## src/pkg/pdms_pkg.sv

```systemverilog
package pdms_pkg;

    // ----------------------------------------------------------------
    // Register map (8-bit data, one register per address)
    // ----------------------------------------------------------------
    localparam logic [3:0] ADDR_PWR_A = 4'h0;
    localparam logic [3:0] ADDR_PWR_B = 4'h1;
    localparam logic [3:0] ADDR_IRQ_EN = 4'h2;
    localparam logic [3:0] ADDR_IRQ_FLAG = 4'h3;
    localparam logic [3:0] ADDR_WKP_EN = 4'h4;
    localparam logic [3:0] ADDR_WKP_FLAG = 4'h5;
    localparam logic [3:0] ADDR_TB_MODE = 4'h6;
    localparam logic [3:0] ADDR_TB_COUNT = 4'h7;
    localparam logic [3:0] ADDR_PORT_DIR = 4'h8;
    localparam logic [3:0] ADDR_PORT_OUT = 4'h9;
    localparam logic [3:0] ADDR_MODE_STAT = 4'ha;

    // ----------------------------------------------------------------
    // Field positions
    // ----------------------------------------------------------------
    localparam int SW_STANDBY_BIT = 7;
    localparam int WAIT_SEL_LSB = 4;
    localparam int SLEEP_KIND_BIT = 7;
    localparam int LOW_SPEED_BIT = 6;
    localparam int DIRECT_BIT = 5;
    localparam int TICK_BIT = 6;
    localparam int IND_BIT = 4;
    localparam int TB_ENABLE_BIT = 3;

    // ----------------------------------------------------------------
    // Reset values
    // ----------------------------------------------------------------
    localparam logic [7:0] PWR_A_RST = 8'h00;
    localparam logic [7:0] PWR_B_RST = 8'h00;
    localparam logic [7:0] TB_MODE_RST = 8'h00;
    localparam logic [7:0] REG_ZERO = 8'h00;

    // ----------------------------------------------------------------
    // Timing
    // ----------------------------------------------------------------
    localparam int CLK_HZ = 50_000_000;
    localparam int CLK_MHZ = 50;
    localparam int SUBCLK_HZ = 32_768;
    localparam int SUB_DIV_CYCLES = CLK_HZ / SUBCLK_HZ;
    localparam int TB_PERIOD_MS = 500;
    localparam int TB_STEPS = 256;
    localparam int TB_PRESCALE = SUBCLK_HZ * TB_PERIOD_MS / 1000 / TB_STEPS;
    localparam int WAIT_STATES = 131_072;
    localparam int WAIT_REF_MHZ = 16;
    localparam int WAIT_REF_SEL = 4;
    localparam int WAIT_FULL_CYCLES = (WAIT_STATES * CLK_MHZ + WAIT_REF_MHZ - 1) / WAIT_REF_MHZ;
    localparam int WAIT_UNIT_CYCLES = WAIT_FULL_CYCLES >> WAIT_REF_SEL;

    typedef enum logic [2:0] {
        PDMS_ACTIVE,
        PDMS_SUBACTIVE,
        PDMS_SUBSLEEP,
        PDMS_SETTLE,
        PDMS_INIT
    } pdms_mode_t;

endpackage

```

## src/core/pdms_top.sv

```systemverilog
`timescale 1ns/100ps
module pdms_top
#(
    parameter int WAIT_UNIT = pdms_pkg::WAIT_UNIT_CYCLES
)
(
    input wire logic clk_sys,
    input wire logic sys_rst,
    input wire logic [3:0] reg_addr,
    input wire logic [7:0] reg_wdata,
    input wire logic reg_wr,
    input wire logic reg_rd,
    output logic [7:0] reg_rdata,
    input wire logic sleep_exec,
    input wire logic irq_mask,
    input wire logic [3:0] external_irq_lines,
    input wire logic [5:0] wakeup_pin_lines,
    input wire logic external_init_pin_n,
    output pdms_pkg::pdms_mode_t power_mode,
    output logic cpu_clk_en,
    output logic periph_halt,
    output logic sub_clk_en,
    output logic core_reset,
    output logic irq_pending,
    output logic irq_wake,
    output logic indicator_output_pin_o,
    output logic indicator_output_pin_oe
);
    import pdms_pkg::*;

    // ----------------------------------------------------------------
    // Declarations
    // ----------------------------------------------------------------
    logic [7:0] pwr_a_r;
    logic [7:0] pwr_b_r;
    logic [7:0] irq_en_r;
    logic [7:0] irq_flag_r;
    logic [5:0] wkp_en_r;
    logic [5:0] wkp_flag_r;
    logic [7:0] tb_mode_r;
    logic [7:0] port_dir_r;
    logic [7:0] port_out_r;
    logic [10:0] pin_meta_r;
    logic [10:0] pin_sync_r;
    logic [10:0] pin_prev_r;
    logic [3:0] irq_rise;
    logic [5:0] wkp_rise;
    logic init_low;
    logic init_prev_r;
    logic [10:0] sub_div_r;
    logic [7:0] tb_count;
    logic tb_overflow;
    logic settle_done;
    logic settle_start;
    pdms_mode_t mode_r;
    pdms_mode_t mode_nxt;
    logic wake_hit;
    logic wr_ok;
    logic soft_clr;

    // ----------------------------------------------------------------
    // Decoding used by the register file and the request flags
    // ----------------------------------------------------------------
    function automatic logic hits(input logic [3:0] a, input logic [3:0] target, input logic s);
        hits = s && (a == target);
    endfunction

    function automatic logic [7:0] flag_update(input logic [7:0] cur, input logic [7:0] set,
                                               input logic [7:0] wdata, input logic clr);
        // Write zero clears; a set in the same cycle wins
        flag_update = (clr ? (cur & wdata) : cur) | set;
    endfunction

    // ----------------------------------------------------------------
    // Pin synchronisers
    // ----------------------------------------------------------------
    always_ff @(posedge clk_sys or posedge sys_rst)
    begin
        if (sys_rst)
        begin
            pin_meta_r <= 11'h400;
            pin_sync_r <= 11'h400;
            pin_prev_r <= 11'h400;
        end
        else
        begin
            pin_meta_r <= {external_init_pin_n, wakeup_pin_lines, external_irq_lines};
            pin_sync_r <= pin_meta_r;
            pin_prev_r <= pin_sync_r;
        end
    end

    assign irq_rise = pin_sync_r[3:0] & ~pin_prev_r[3:0];
    assign wkp_rise = pin_sync_r[9:4] & ~pin_prev_r[9:4];
    assign init_low = !pin_sync_r[10];
    // Sequencer, settle wait, control registers and flags restart while the init pin is low
    assign soft_clr = init_low;

    // ----------------------------------------------------------------
    // Subclock divider, never gated so the time base can wake us
    // ----------------------------------------------------------------
    always_ff @(posedge clk_sys or posedge sys_rst)
    begin
        if (sys_rst)
        begin
            sub_div_r <= 11'h000;
            sub_clk_en <= 1'b0;
        end
        else
        begin
            sub_clk_en <= 1'b0;
            if (sub_div_r == 11'(SUB_DIV_CYCLES - 1))
            begin
                sub_div_r <= 11'h000;
                sub_clk_en <= 1'b1;
            end
            else
            begin
                sub_div_r <= sub_div_r + 11'h001;
            end
        end
    end

    pdms_timebase u_timebase
    (
        .clk_sys(clk_sys),
        .sys_rst(sys_rst),
        .sub_tick(sub_clk_en),
        .run(tb_mode_r[TB_ENABLE_BIT]),
        .rate_sel(tb_mode_r[2:0]),
        .count(tb_count),
        .overflow(tb_overflow)
    );

    pdms_settle #(.UNIT_CYCLES(WAIT_UNIT)) u_settle
    (
        .clk_sys(clk_sys),
        .sys_rst(sys_rst),
        .start(settle_start),
        .abort(soft_clr),
        .wait_sel(pwr_a_r[WAIT_SEL_LSB +: 3]),
        .done(settle_done)
    );

    // ----------------------------------------------------------------
    // Wake decision
    // ----------------------------------------------------------------
    // Only enabled, unmasked requests count; anything else but a low init pin leaves us asleep
    assign wake_hit = !irq_mask && (
        (irq_flag_r[TICK_BIT] && irq_en_r[TICK_BIT]) ||
        |(irq_flag_r[3:0] & irq_en_r[3:0]) ||
        |(wkp_flag_r & wkp_en_r));
    assign irq_pending = (irq_flag_r[TICK_BIT] && irq_en_r[TICK_BIT]) ||
                         |(irq_flag_r[3:0] & irq_en_r[3:0]) ||
                         |(wkp_flag_r & wkp_en_r);

    // ----------------------------------------------------------------
    // Power-mode sequencer
    // ----------------------------------------------------------------
    always_comb
    begin
        mode_nxt = mode_r;
        case (mode_r)
            PDMS_ACTIVE:
            begin
                // Sleep instruction arrives only at an instruction boundary
                if (sleep_exec && pwr_b_r[LOW_SPEED_BIT] && pwr_b_r[DIRECT_BIT])
                begin
                    mode_nxt = PDMS_SUBACTIVE;
                end
            end
            PDMS_SUBACTIVE:
            begin
                if (sleep_exec && !pwr_b_r[LOW_SPEED_BIT] && pwr_b_r[DIRECT_BIT])
                begin
                    mode_nxt = PDMS_SETTLE;
                end
                else if (sleep_exec && !pwr_a_r[SW_STANDBY_BIT] && !pwr_b_r[DIRECT_BIT] &&
                         pwr_b_r[SLEEP_KIND_BIT] && pwr_b_r[LOW_SPEED_BIT])
                begin
                    mode_nxt = PDMS_SUBSLEEP;
                end
            end
            PDMS_SUBSLEEP:
            begin
                if (wake_hit)
                begin
                    mode_nxt = PDMS_SUBACTIVE;
                end
            end
            PDMS_SETTLE:
            begin
                if (settle_done)
                begin
                    mode_nxt = PDMS_ACTIVE;
                end
            end
            PDMS_INIT:
            begin
                mode_nxt = PDMS_ACTIVE;
            end
            default:
            begin
                mode_nxt = PDMS_ACTIVE;
            end
        endcase
    end

    assign settle_start = (mode_r == PDMS_SUBACTIVE) && (mode_nxt == PDMS_SETTLE);

    always_ff @(posedge clk_sys or posedge sys_rst)
    begin
        if (sys_rst)
        begin
            mode_r <= PDMS_INIT;
        end
        else if (soft_clr)
        begin
            mode_r <= PDMS_INIT;
        end
        else
        begin
            mode_r <= mode_nxt;
        end
    end

    always_ff @(posedge clk_sys or posedge sys_rst)
    begin
        if (sys_rst)
        begin
            irq_wake <= 1'b0;
            init_prev_r <= 1'b0;
            core_reset <= 1'b1;
        end
        else
        begin
            irq_wake <= (mode_r == PDMS_SUBSLEEP) && wake_hit && !soft_clr;
            init_prev_r <= init_low;
            // Core stays in reset while the pin is low and starts its exception after release
            core_reset <= init_low || init_prev_r;
        end
    end

    assign power_mode = mode_r;
    // Core clock stops in subsleep and during the oscillator settle
    assign cpu_clk_en = (mode_r == PDMS_ACTIVE) || (mode_r == PDMS_SUBACTIVE);
    assign periph_halt = (mode_r == PDMS_SUBSLEEP);

    // ----------------------------------------------------------------
    // Register file
    // ----------------------------------------------------------------
    // Writes are refused outside run modes so state sleeps unchanged
    assign wr_ok = reg_wr && cpu_clk_en;

    always_ff @(posedge clk_sys or posedge sys_rst)
    begin
        if (sys_rst)
        begin
            pwr_a_r <= PWR_A_RST;
            pwr_b_r <= PWR_B_RST;
            irq_en_r <= REG_ZERO;
            wkp_en_r <= 6'h00;
            tb_mode_r <= TB_MODE_RST;
        end
        else if (soft_clr)
        begin
            pwr_a_r <= PWR_A_RST;
            pwr_b_r <= PWR_B_RST;
            irq_en_r <= REG_ZERO;
            wkp_en_r <= 6'h00;
            tb_mode_r <= TB_MODE_RST;
        end
        else
        begin
            if (hits(reg_addr, ADDR_PWR_A, wr_ok))
            begin
                pwr_a_r <= {reg_wdata[7:4], 4'h0};
            end
            if (hits(reg_addr, ADDR_PWR_B, wr_ok))
            begin
                pwr_b_r <= {reg_wdata[7:5], 5'h00};
            end
            if (hits(reg_addr, ADDR_IRQ_EN, wr_ok))
            begin
                irq_en_r <= reg_wdata & 8'h4f;
            end
            if (hits(reg_addr, ADDR_WKP_EN, wr_ok))
            begin
                wkp_en_r <= reg_wdata[5:0];
            end
            if (hits(reg_addr, ADDR_TB_MODE, wr_ok))
            begin
                tb_mode_r <= {4'h0, reg_wdata[3:0]};
            end
        end
    end

    // Request flags keep catching edges in every mode except while the init pin is low, which holds them clear
    always_ff @(posedge clk_sys or posedge sys_rst)
    begin
        if (sys_rst)
        begin
            irq_flag_r <= REG_ZERO;
            wkp_flag_r <= 6'h00;
        end
        else if (soft_clr)
        begin
            irq_flag_r <= REG_ZERO;
            wkp_flag_r <= 6'h00;
        end
        else
        begin
            irq_flag_r <= flag_update(irq_flag_r,
                                      {1'b0, tb_overflow, 2'b00, irq_rise},
                                      reg_wdata, hits(reg_addr, ADDR_IRQ_FLAG, wr_ok));
            wkp_flag_r <= 6'(flag_update({2'b00, wkp_flag_r}, {2'b00, wkp_rise},
                                         reg_wdata, hits(reg_addr, ADDR_WKP_FLAG, wr_ok)));
        end
    end

    // Port registers survive the init pin so the LED keeps its state
    always_ff @(posedge clk_sys or posedge sys_rst)
    begin
        if (sys_rst)
        begin
            port_dir_r <= REG_ZERO;
            port_out_r <= REG_ZERO;
        end
        else
        begin
            if (hits(reg_addr, ADDR_PORT_DIR, wr_ok))
            begin
                port_dir_r <= reg_wdata;
            end
            if (hits(reg_addr, ADDR_PORT_OUT, wr_ok))
            begin
                port_out_r <= reg_wdata;
            end
        end
    end

    assign indicator_output_pin_o = port_out_r[IND_BIT];
    assign indicator_output_pin_oe = port_dir_r[IND_BIT];

    // ----------------------------------------------------------------
    // Read path, data one cycle after the strobe
    // ----------------------------------------------------------------
    always_ff @(posedge clk_sys or posedge sys_rst)
    begin
        if (sys_rst)
        begin
            reg_rdata <= REG_ZERO;
        end
        else if (reg_rd)
        begin
            case (reg_addr)
                ADDR_PWR_A: reg_rdata <= pwr_a_r;
                ADDR_PWR_B: reg_rdata <= pwr_b_r;
                ADDR_IRQ_EN: reg_rdata <= irq_en_r;
                ADDR_IRQ_FLAG: reg_rdata <= irq_flag_r;
                ADDR_WKP_EN: reg_rdata <= {2'b00, wkp_en_r};
                ADDR_WKP_FLAG: reg_rdata <= {2'b00, wkp_flag_r};
                ADDR_TB_MODE: reg_rdata <= tb_mode_r;
                ADDR_TB_COUNT: reg_rdata <= tb_count;
                ADDR_PORT_DIR: reg_rdata <= port_dir_r;
                ADDR_PORT_OUT: reg_rdata <= port_out_r;
                ADDR_MODE_STAT: reg_rdata <= {5'h00, mode_r};
                default: reg_rdata <= REG_ZERO;
            endcase
        end
        else
        begin
            reg_rdata <= REG_ZERO;
        end
    end
endmodule

```

## src/core/pdms_timebase.sv

```systemverilog
`timescale 1ns/100ps
module pdms_timebase
(
    input wire logic clk_sys,
    input wire logic sys_rst,
    input wire logic sub_tick,
    input wire logic run,
    input wire logic [2:0] rate_sel,
    output logic [7:0] count,
    output logic overflow
);
    import pdms_pkg::*;

    logic [6:0] pre_r;
    logic [6:0] pre_lim;

    // Faster rates shorten the prescaler; select 0 gives the half-second overflow
    assign pre_lim = 7'(TB_PRESCALE >> rate_sel);

    always_ff @(posedge clk_sys or posedge sys_rst)
    begin
        if (sys_rst)
        begin
            pre_r <= 7'h00;
            count <= 8'h00;
            overflow <= 1'b0;
        end
        else
        begin
            overflow <= 1'b0;
            if (!run)
            begin
                pre_r <= 7'h00;
                count <= 8'h00;
            end
            else if (sub_tick)
            begin
                if (pre_r + 7'h01 >= pre_lim)
                begin
                    pre_r <= 7'h00;
                    count <= count + 8'h01;
                    overflow <= (count == 8'hff);
                end
                else
                begin
                    pre_r <= pre_r + 7'h01;
                end
            end
        end
    end
endmodule

```

## src/core/pdms_settle.sv

```systemverilog
`timescale 1ns/100ps
module pdms_settle
#(
    parameter int UNIT_CYCLES = 25600
)
(
    input wire logic clk_sys,
    input wire logic sys_rst,
    input wire logic start,
    input wire logic abort,
    input wire logic [2:0] wait_sel,
    output logic done
);
    logic [31:0] left_r;
    logic busy_r;

    always_ff @(posedge clk_sys or posedge sys_rst)
    begin
        if (sys_rst)
        begin
            left_r <= 32'h0;
            busy_r <= 1'b0;
            done <= 1'b0;
        end
        else
        begin
            done <= 1'b0;
            if (abort)
            begin
                busy_r <= 1'b0;
            end
            else if (start)
            begin
                left_r <= 32'(UNIT_CYCLES) << wait_sel;
                busy_r <= 1'b1;
            end
            else if (busy_r)
            begin
                if (left_r <= 32'h1)
                begin
                    busy_r <= 1'b0;
                    done <= 1'b1;
                end
                left_r <= left_r - 32'h1;
            end
        end
    end
endmodule

```

## config.mk

```make
export PLATFORM = sky130hd
export DESIGN_NAME = pdms_top
export DESIGN_NICKNAME = d
export VERILOG_FILES = /design/src/pkg/pdms_pkg.sv /design/src/core/pdms_top.sv /design/src/core/pdms_timebase.sv /design/src/core/pdms_settle.sv
export SDC_FILE = /design/constraint.sdc
export NUM_CORES = 1
export LEC_CHECK = 0
export ABC_AREA = 1
export BUFFER_PORTS_ARGS = -buffer_cell sky130_fd_sc_hd__clkbuf_2
export CORE_UTILIZATION = 45
export CTS_CLUSTER_SIZE = 8
export DETAILED_ROUTE_END_ITERATION = 8
export SLEW_MARGIN = 30
export SYNTH_ARGS = -nofsm -noshare
export SYNTH_HDL_FRONTEND = slang
export SYNTH_HIERARCHICAL = 1
export SYNTH_SLANG_ARGS = --single-unit
```

## constraint.sdc

```tcl
create_clock -name clk_sys -period 4.45 [get_ports clk_sys]
set_clock_uncertainty 0.2 [all_clocks]
set_input_delay 0.89 -clock clk_sys [delete_from_list [all_inputs] [get_ports clk_sys]]
set_output_delay 0.89 -clock clk_sys [all_outputs]
set_load 0.02 [all_outputs]
```

==> metrics.txt <==
ys async rst share 100%; final wirelength 19600 um; top_reg_cell synth dfrtp_1; Leakage Power 4.73 nW; GRT Overall Usage 22.2%; Die X 138 um; crit-path cells inv_1 -> nor3_1 -> nand3_1 -> nand3_1 -> nand2_1 -> inv_1 -> nand2_4 -> nand2_4 -> inv_2 -> nor2_1 -> nand2_1 -> xor2_1 -> nor2_1; Fin. Hold Viols 0; Mapped Nets 1072; Max clock buf depth 2; DRC errors left 0; Starting DRT DRC Count about 390; vias in the first global route 6189; slowest CP cell dfrtp_1; Post-synth EDFFs 0; Slew @ Worst Pin approximately 0.69 ns; Synth Area per Inst 8.08 um^2; xor and xnor area share after synthesis 1.27%; non-filler cells, final approximately 1300; antenna violations before repair 0; drt pass-1 iters 5; CP Data Required Time 4.54 ns; post-synthesis compound-gate area fraction 10.3%; post_cts resized 0; number of setup violations in the final report 0; power per cell area between 300 and 400 nW/um^2; WP data arrival ~2.9 ns; Final Max Tran Viols 0; min Tclk post-route 2.83 ns; mux cell area share after synthesis 0%; Yosys reg bits 160; routability congestion estimate 0.907; Tcrit/Tclk final 63.6%; PortBufs 47; total negative setup slack 0 ns; Filler Cells Inserted 1762; CP Class reg -> reg; io pins 48; mapped cell area slightly above 8000 um^2; slew margin rel. 53.8%; first-pass GRT wire length around 32000 um; crit path launch type register; # hold bufs at CTS 0; CP max stage delay 0.44 ns; Warnings, synthesis 6; Min Hold Slack approximately 0.15 ns; Rows 49; CTS root buf clkbuf_16; area grow syn2layout 12.8%; share of layout cells above drive strength 1 15.2%; max_cap viols 0; CP top delay family simple AND/OR/NAND/NOR gates; global route overflow 0; Core ar. 18000 um^2; RSZ-0062 raised after global routing no; remaining antenna violation count after routing 0; clock buffer count from CTS 17; clk_lat worst skew approximately 0.43 ns; critical path buffer and inverter count 3; WL/cell 14.8 um; CP endpoint kind register; Final #Nets 1129; simple-gate share of the synthesized area roughly 30%; maximum clock rate 354 MHz; outcome completed; VDD IR max 267 uV; count of different cell masters after synthesis 48; Syn Inst Count about 1000; H-tree lvl count 4; CTS tree done; HPWL Detailed 14500 um; via count between 6000 and 7000; Placed Cells 1293; largest net degree at the start of global routing 59; die area about 19000 um^2; vias per inst 5.07; main combinational cell family by area after synthesis simple AND/OR/NAND/NOR gates; Vert. Die Dim between 100 and 150 um; critical path fanouts, max 22; Seq/Total Area, Yosys 48.3%; diode count 0; Reg clk slew, reported paths 0.07 ns; # Post-CTS Setup Buffers 0; Sink Count 160; Initial Util 46.0%; worst hold path type reg -> reg; Synth Area in Adders under 10%
stage by stage:
stage               total power [mW]  util [%]  worst slack, ns  area, um^2
CTS                             3.30      51.9             1.59        9360
floorplan                       1.75         -            0.464        8290
global placement                1.84      48.6             1.40        8750
detailed placement              1.84      48.6             1.32        8750
global route                    3.39      51.9             1.31        9360
finish                          3.26      51.9             1.62        9360
Yosys cell counts, types with 4 or more instances:
master | number | share of area (%)
o21ai_0 | 39 | 2.4
or2_2 | 4 | 0.30
nand2_2 | 8 | 0.60
a21oi_1 | 48 | 2.9
inv_1 | 133 | 6.0
ha_1 | 17 | 2.6
dfrtp_1 | 156 | 47
dfstp_2 | 4 | 1.3
inv_2 | 5 | 0.23
nor2_2 | 18 | 1.4
nor2_4 | 9 | 1.2
o21ai_2 | 13 | 1.4
o21ai_1 | 19 | 1.1
nand3_1 | 68 | 4.1
nor3_1 | 11 | 0.66
nand2_1 | 287 | 13
nand4_1 | 17 | 1.3
buf_6 | 4 | 0.54
nor2_1 | 95 | 4.3
xor2_1 | 9 | 0.95
nand3_2 | 5 | 0.60
nand2_4 | 6 | 0.81
metal layers:
| metal | share of wire [%] | GRT usage (%) | up-vias |
|---|---|---|---|
| met1 | 46 | 30.0 | 3128 |
| met2 | 47 | 35.3 | 154 |
| met5 | 0 | 0 | - |
| met4 | 2.2 | 7.79 | 0 |
| li1 | - | - | 3402 |
| met3 | 4.6 | 4.67 | 29 |
where the power goes:
part / internal [mW] / switching [mW] / total (mW)
Sequential: 1.52 / 0.0514 / 1.57
Combinational: 0.0724 / 0.166 / 0.239
Clock: 0.769 / 0.681 / 1.45
cells by family after synthesis:
family                     count (synthesis)
buffers and inverters                    153
AOI/OAI and AO/OA                        143
DFF                                      160
and+or+nand+nor                          541
adders and majority gates                 17
xor gates and xnor gates                  12
final cells by class:
| cell class | count | area (um^2) | area share [%] |
|---|---|---|---|
| sequential | 160 | 4010 | 42.9 |
| multi-input combinational | 713 | 3650 | 39.1 |
| inverter | 142 | 543 | 5.80 |
| clock buffer | 18 | 439 | 4.69 |
| tap | 229 | 287 | 3.06 |
| timing repair buffer | 49 | 263 | 2.81 |
| clock inverter | 14 | 161 | 1.73 |
sequential cells by signal, indices dropped and copies added, names as in the netlist, 7 cells and up:
| signal | flops |
|---|---|
| irq_flag_r | 8 |
| u_timebase/pre_r | 7 |
| port_out_r | 8 |
| pin_prev_r | 10 |
| reg_rdata | 8 |
| sub_div_r | 11 |
| pin_sync_r | 11 |
| pin_meta_r | 11 |
| port_dir_r | 8 |
| u_settle/left_r | 32 |
| u_timebase/count | 8 |
final timing paths:
check                                   start                 end  slack [ns]  depth (start not counted)
worst min register to register  pin_meta_r[8]       pin_sync_r[8]        0.15                          0
worst max register to register  power_mode[1]  u_settle/left_r[6]        1.62                         13
worst max-delay path            power_mode[1]  u_settle/left_r[6]        1.62                         13
worst min-delay path            pin_meta_r[8]       pin_sync_r[8]        0.15                          0
max in group asynchronous             sys_rst         wkp_en_r[2]        2.94                          3
min in group asynchronous             sys_rst  u_settle/left_r[1]        0.36                          2
placed cells by master, fill, tap and decap left out, drive strengths merged:
cell type and n:
dfrtp 156, buf 2, o21bai 2, nand4 17
o31ai 2, o211ai 2, o21a 1, a221oi 1
nand2 301, ha 17, a22oi 3, nand3b 2
inv 148, clkinv 7, clkbuf 65, nand3 75
nor2 124, xor2 9, a31oi 3, dfstp 4
o21ai 71, o22ai 3, nor4 3, o2bb2ai 1
or2 4, a21boi 3, nor3 12, nor3b 3
xnor2 3, clkinvlp 1, a21oi 51
(Power assumes the default switching activity.)
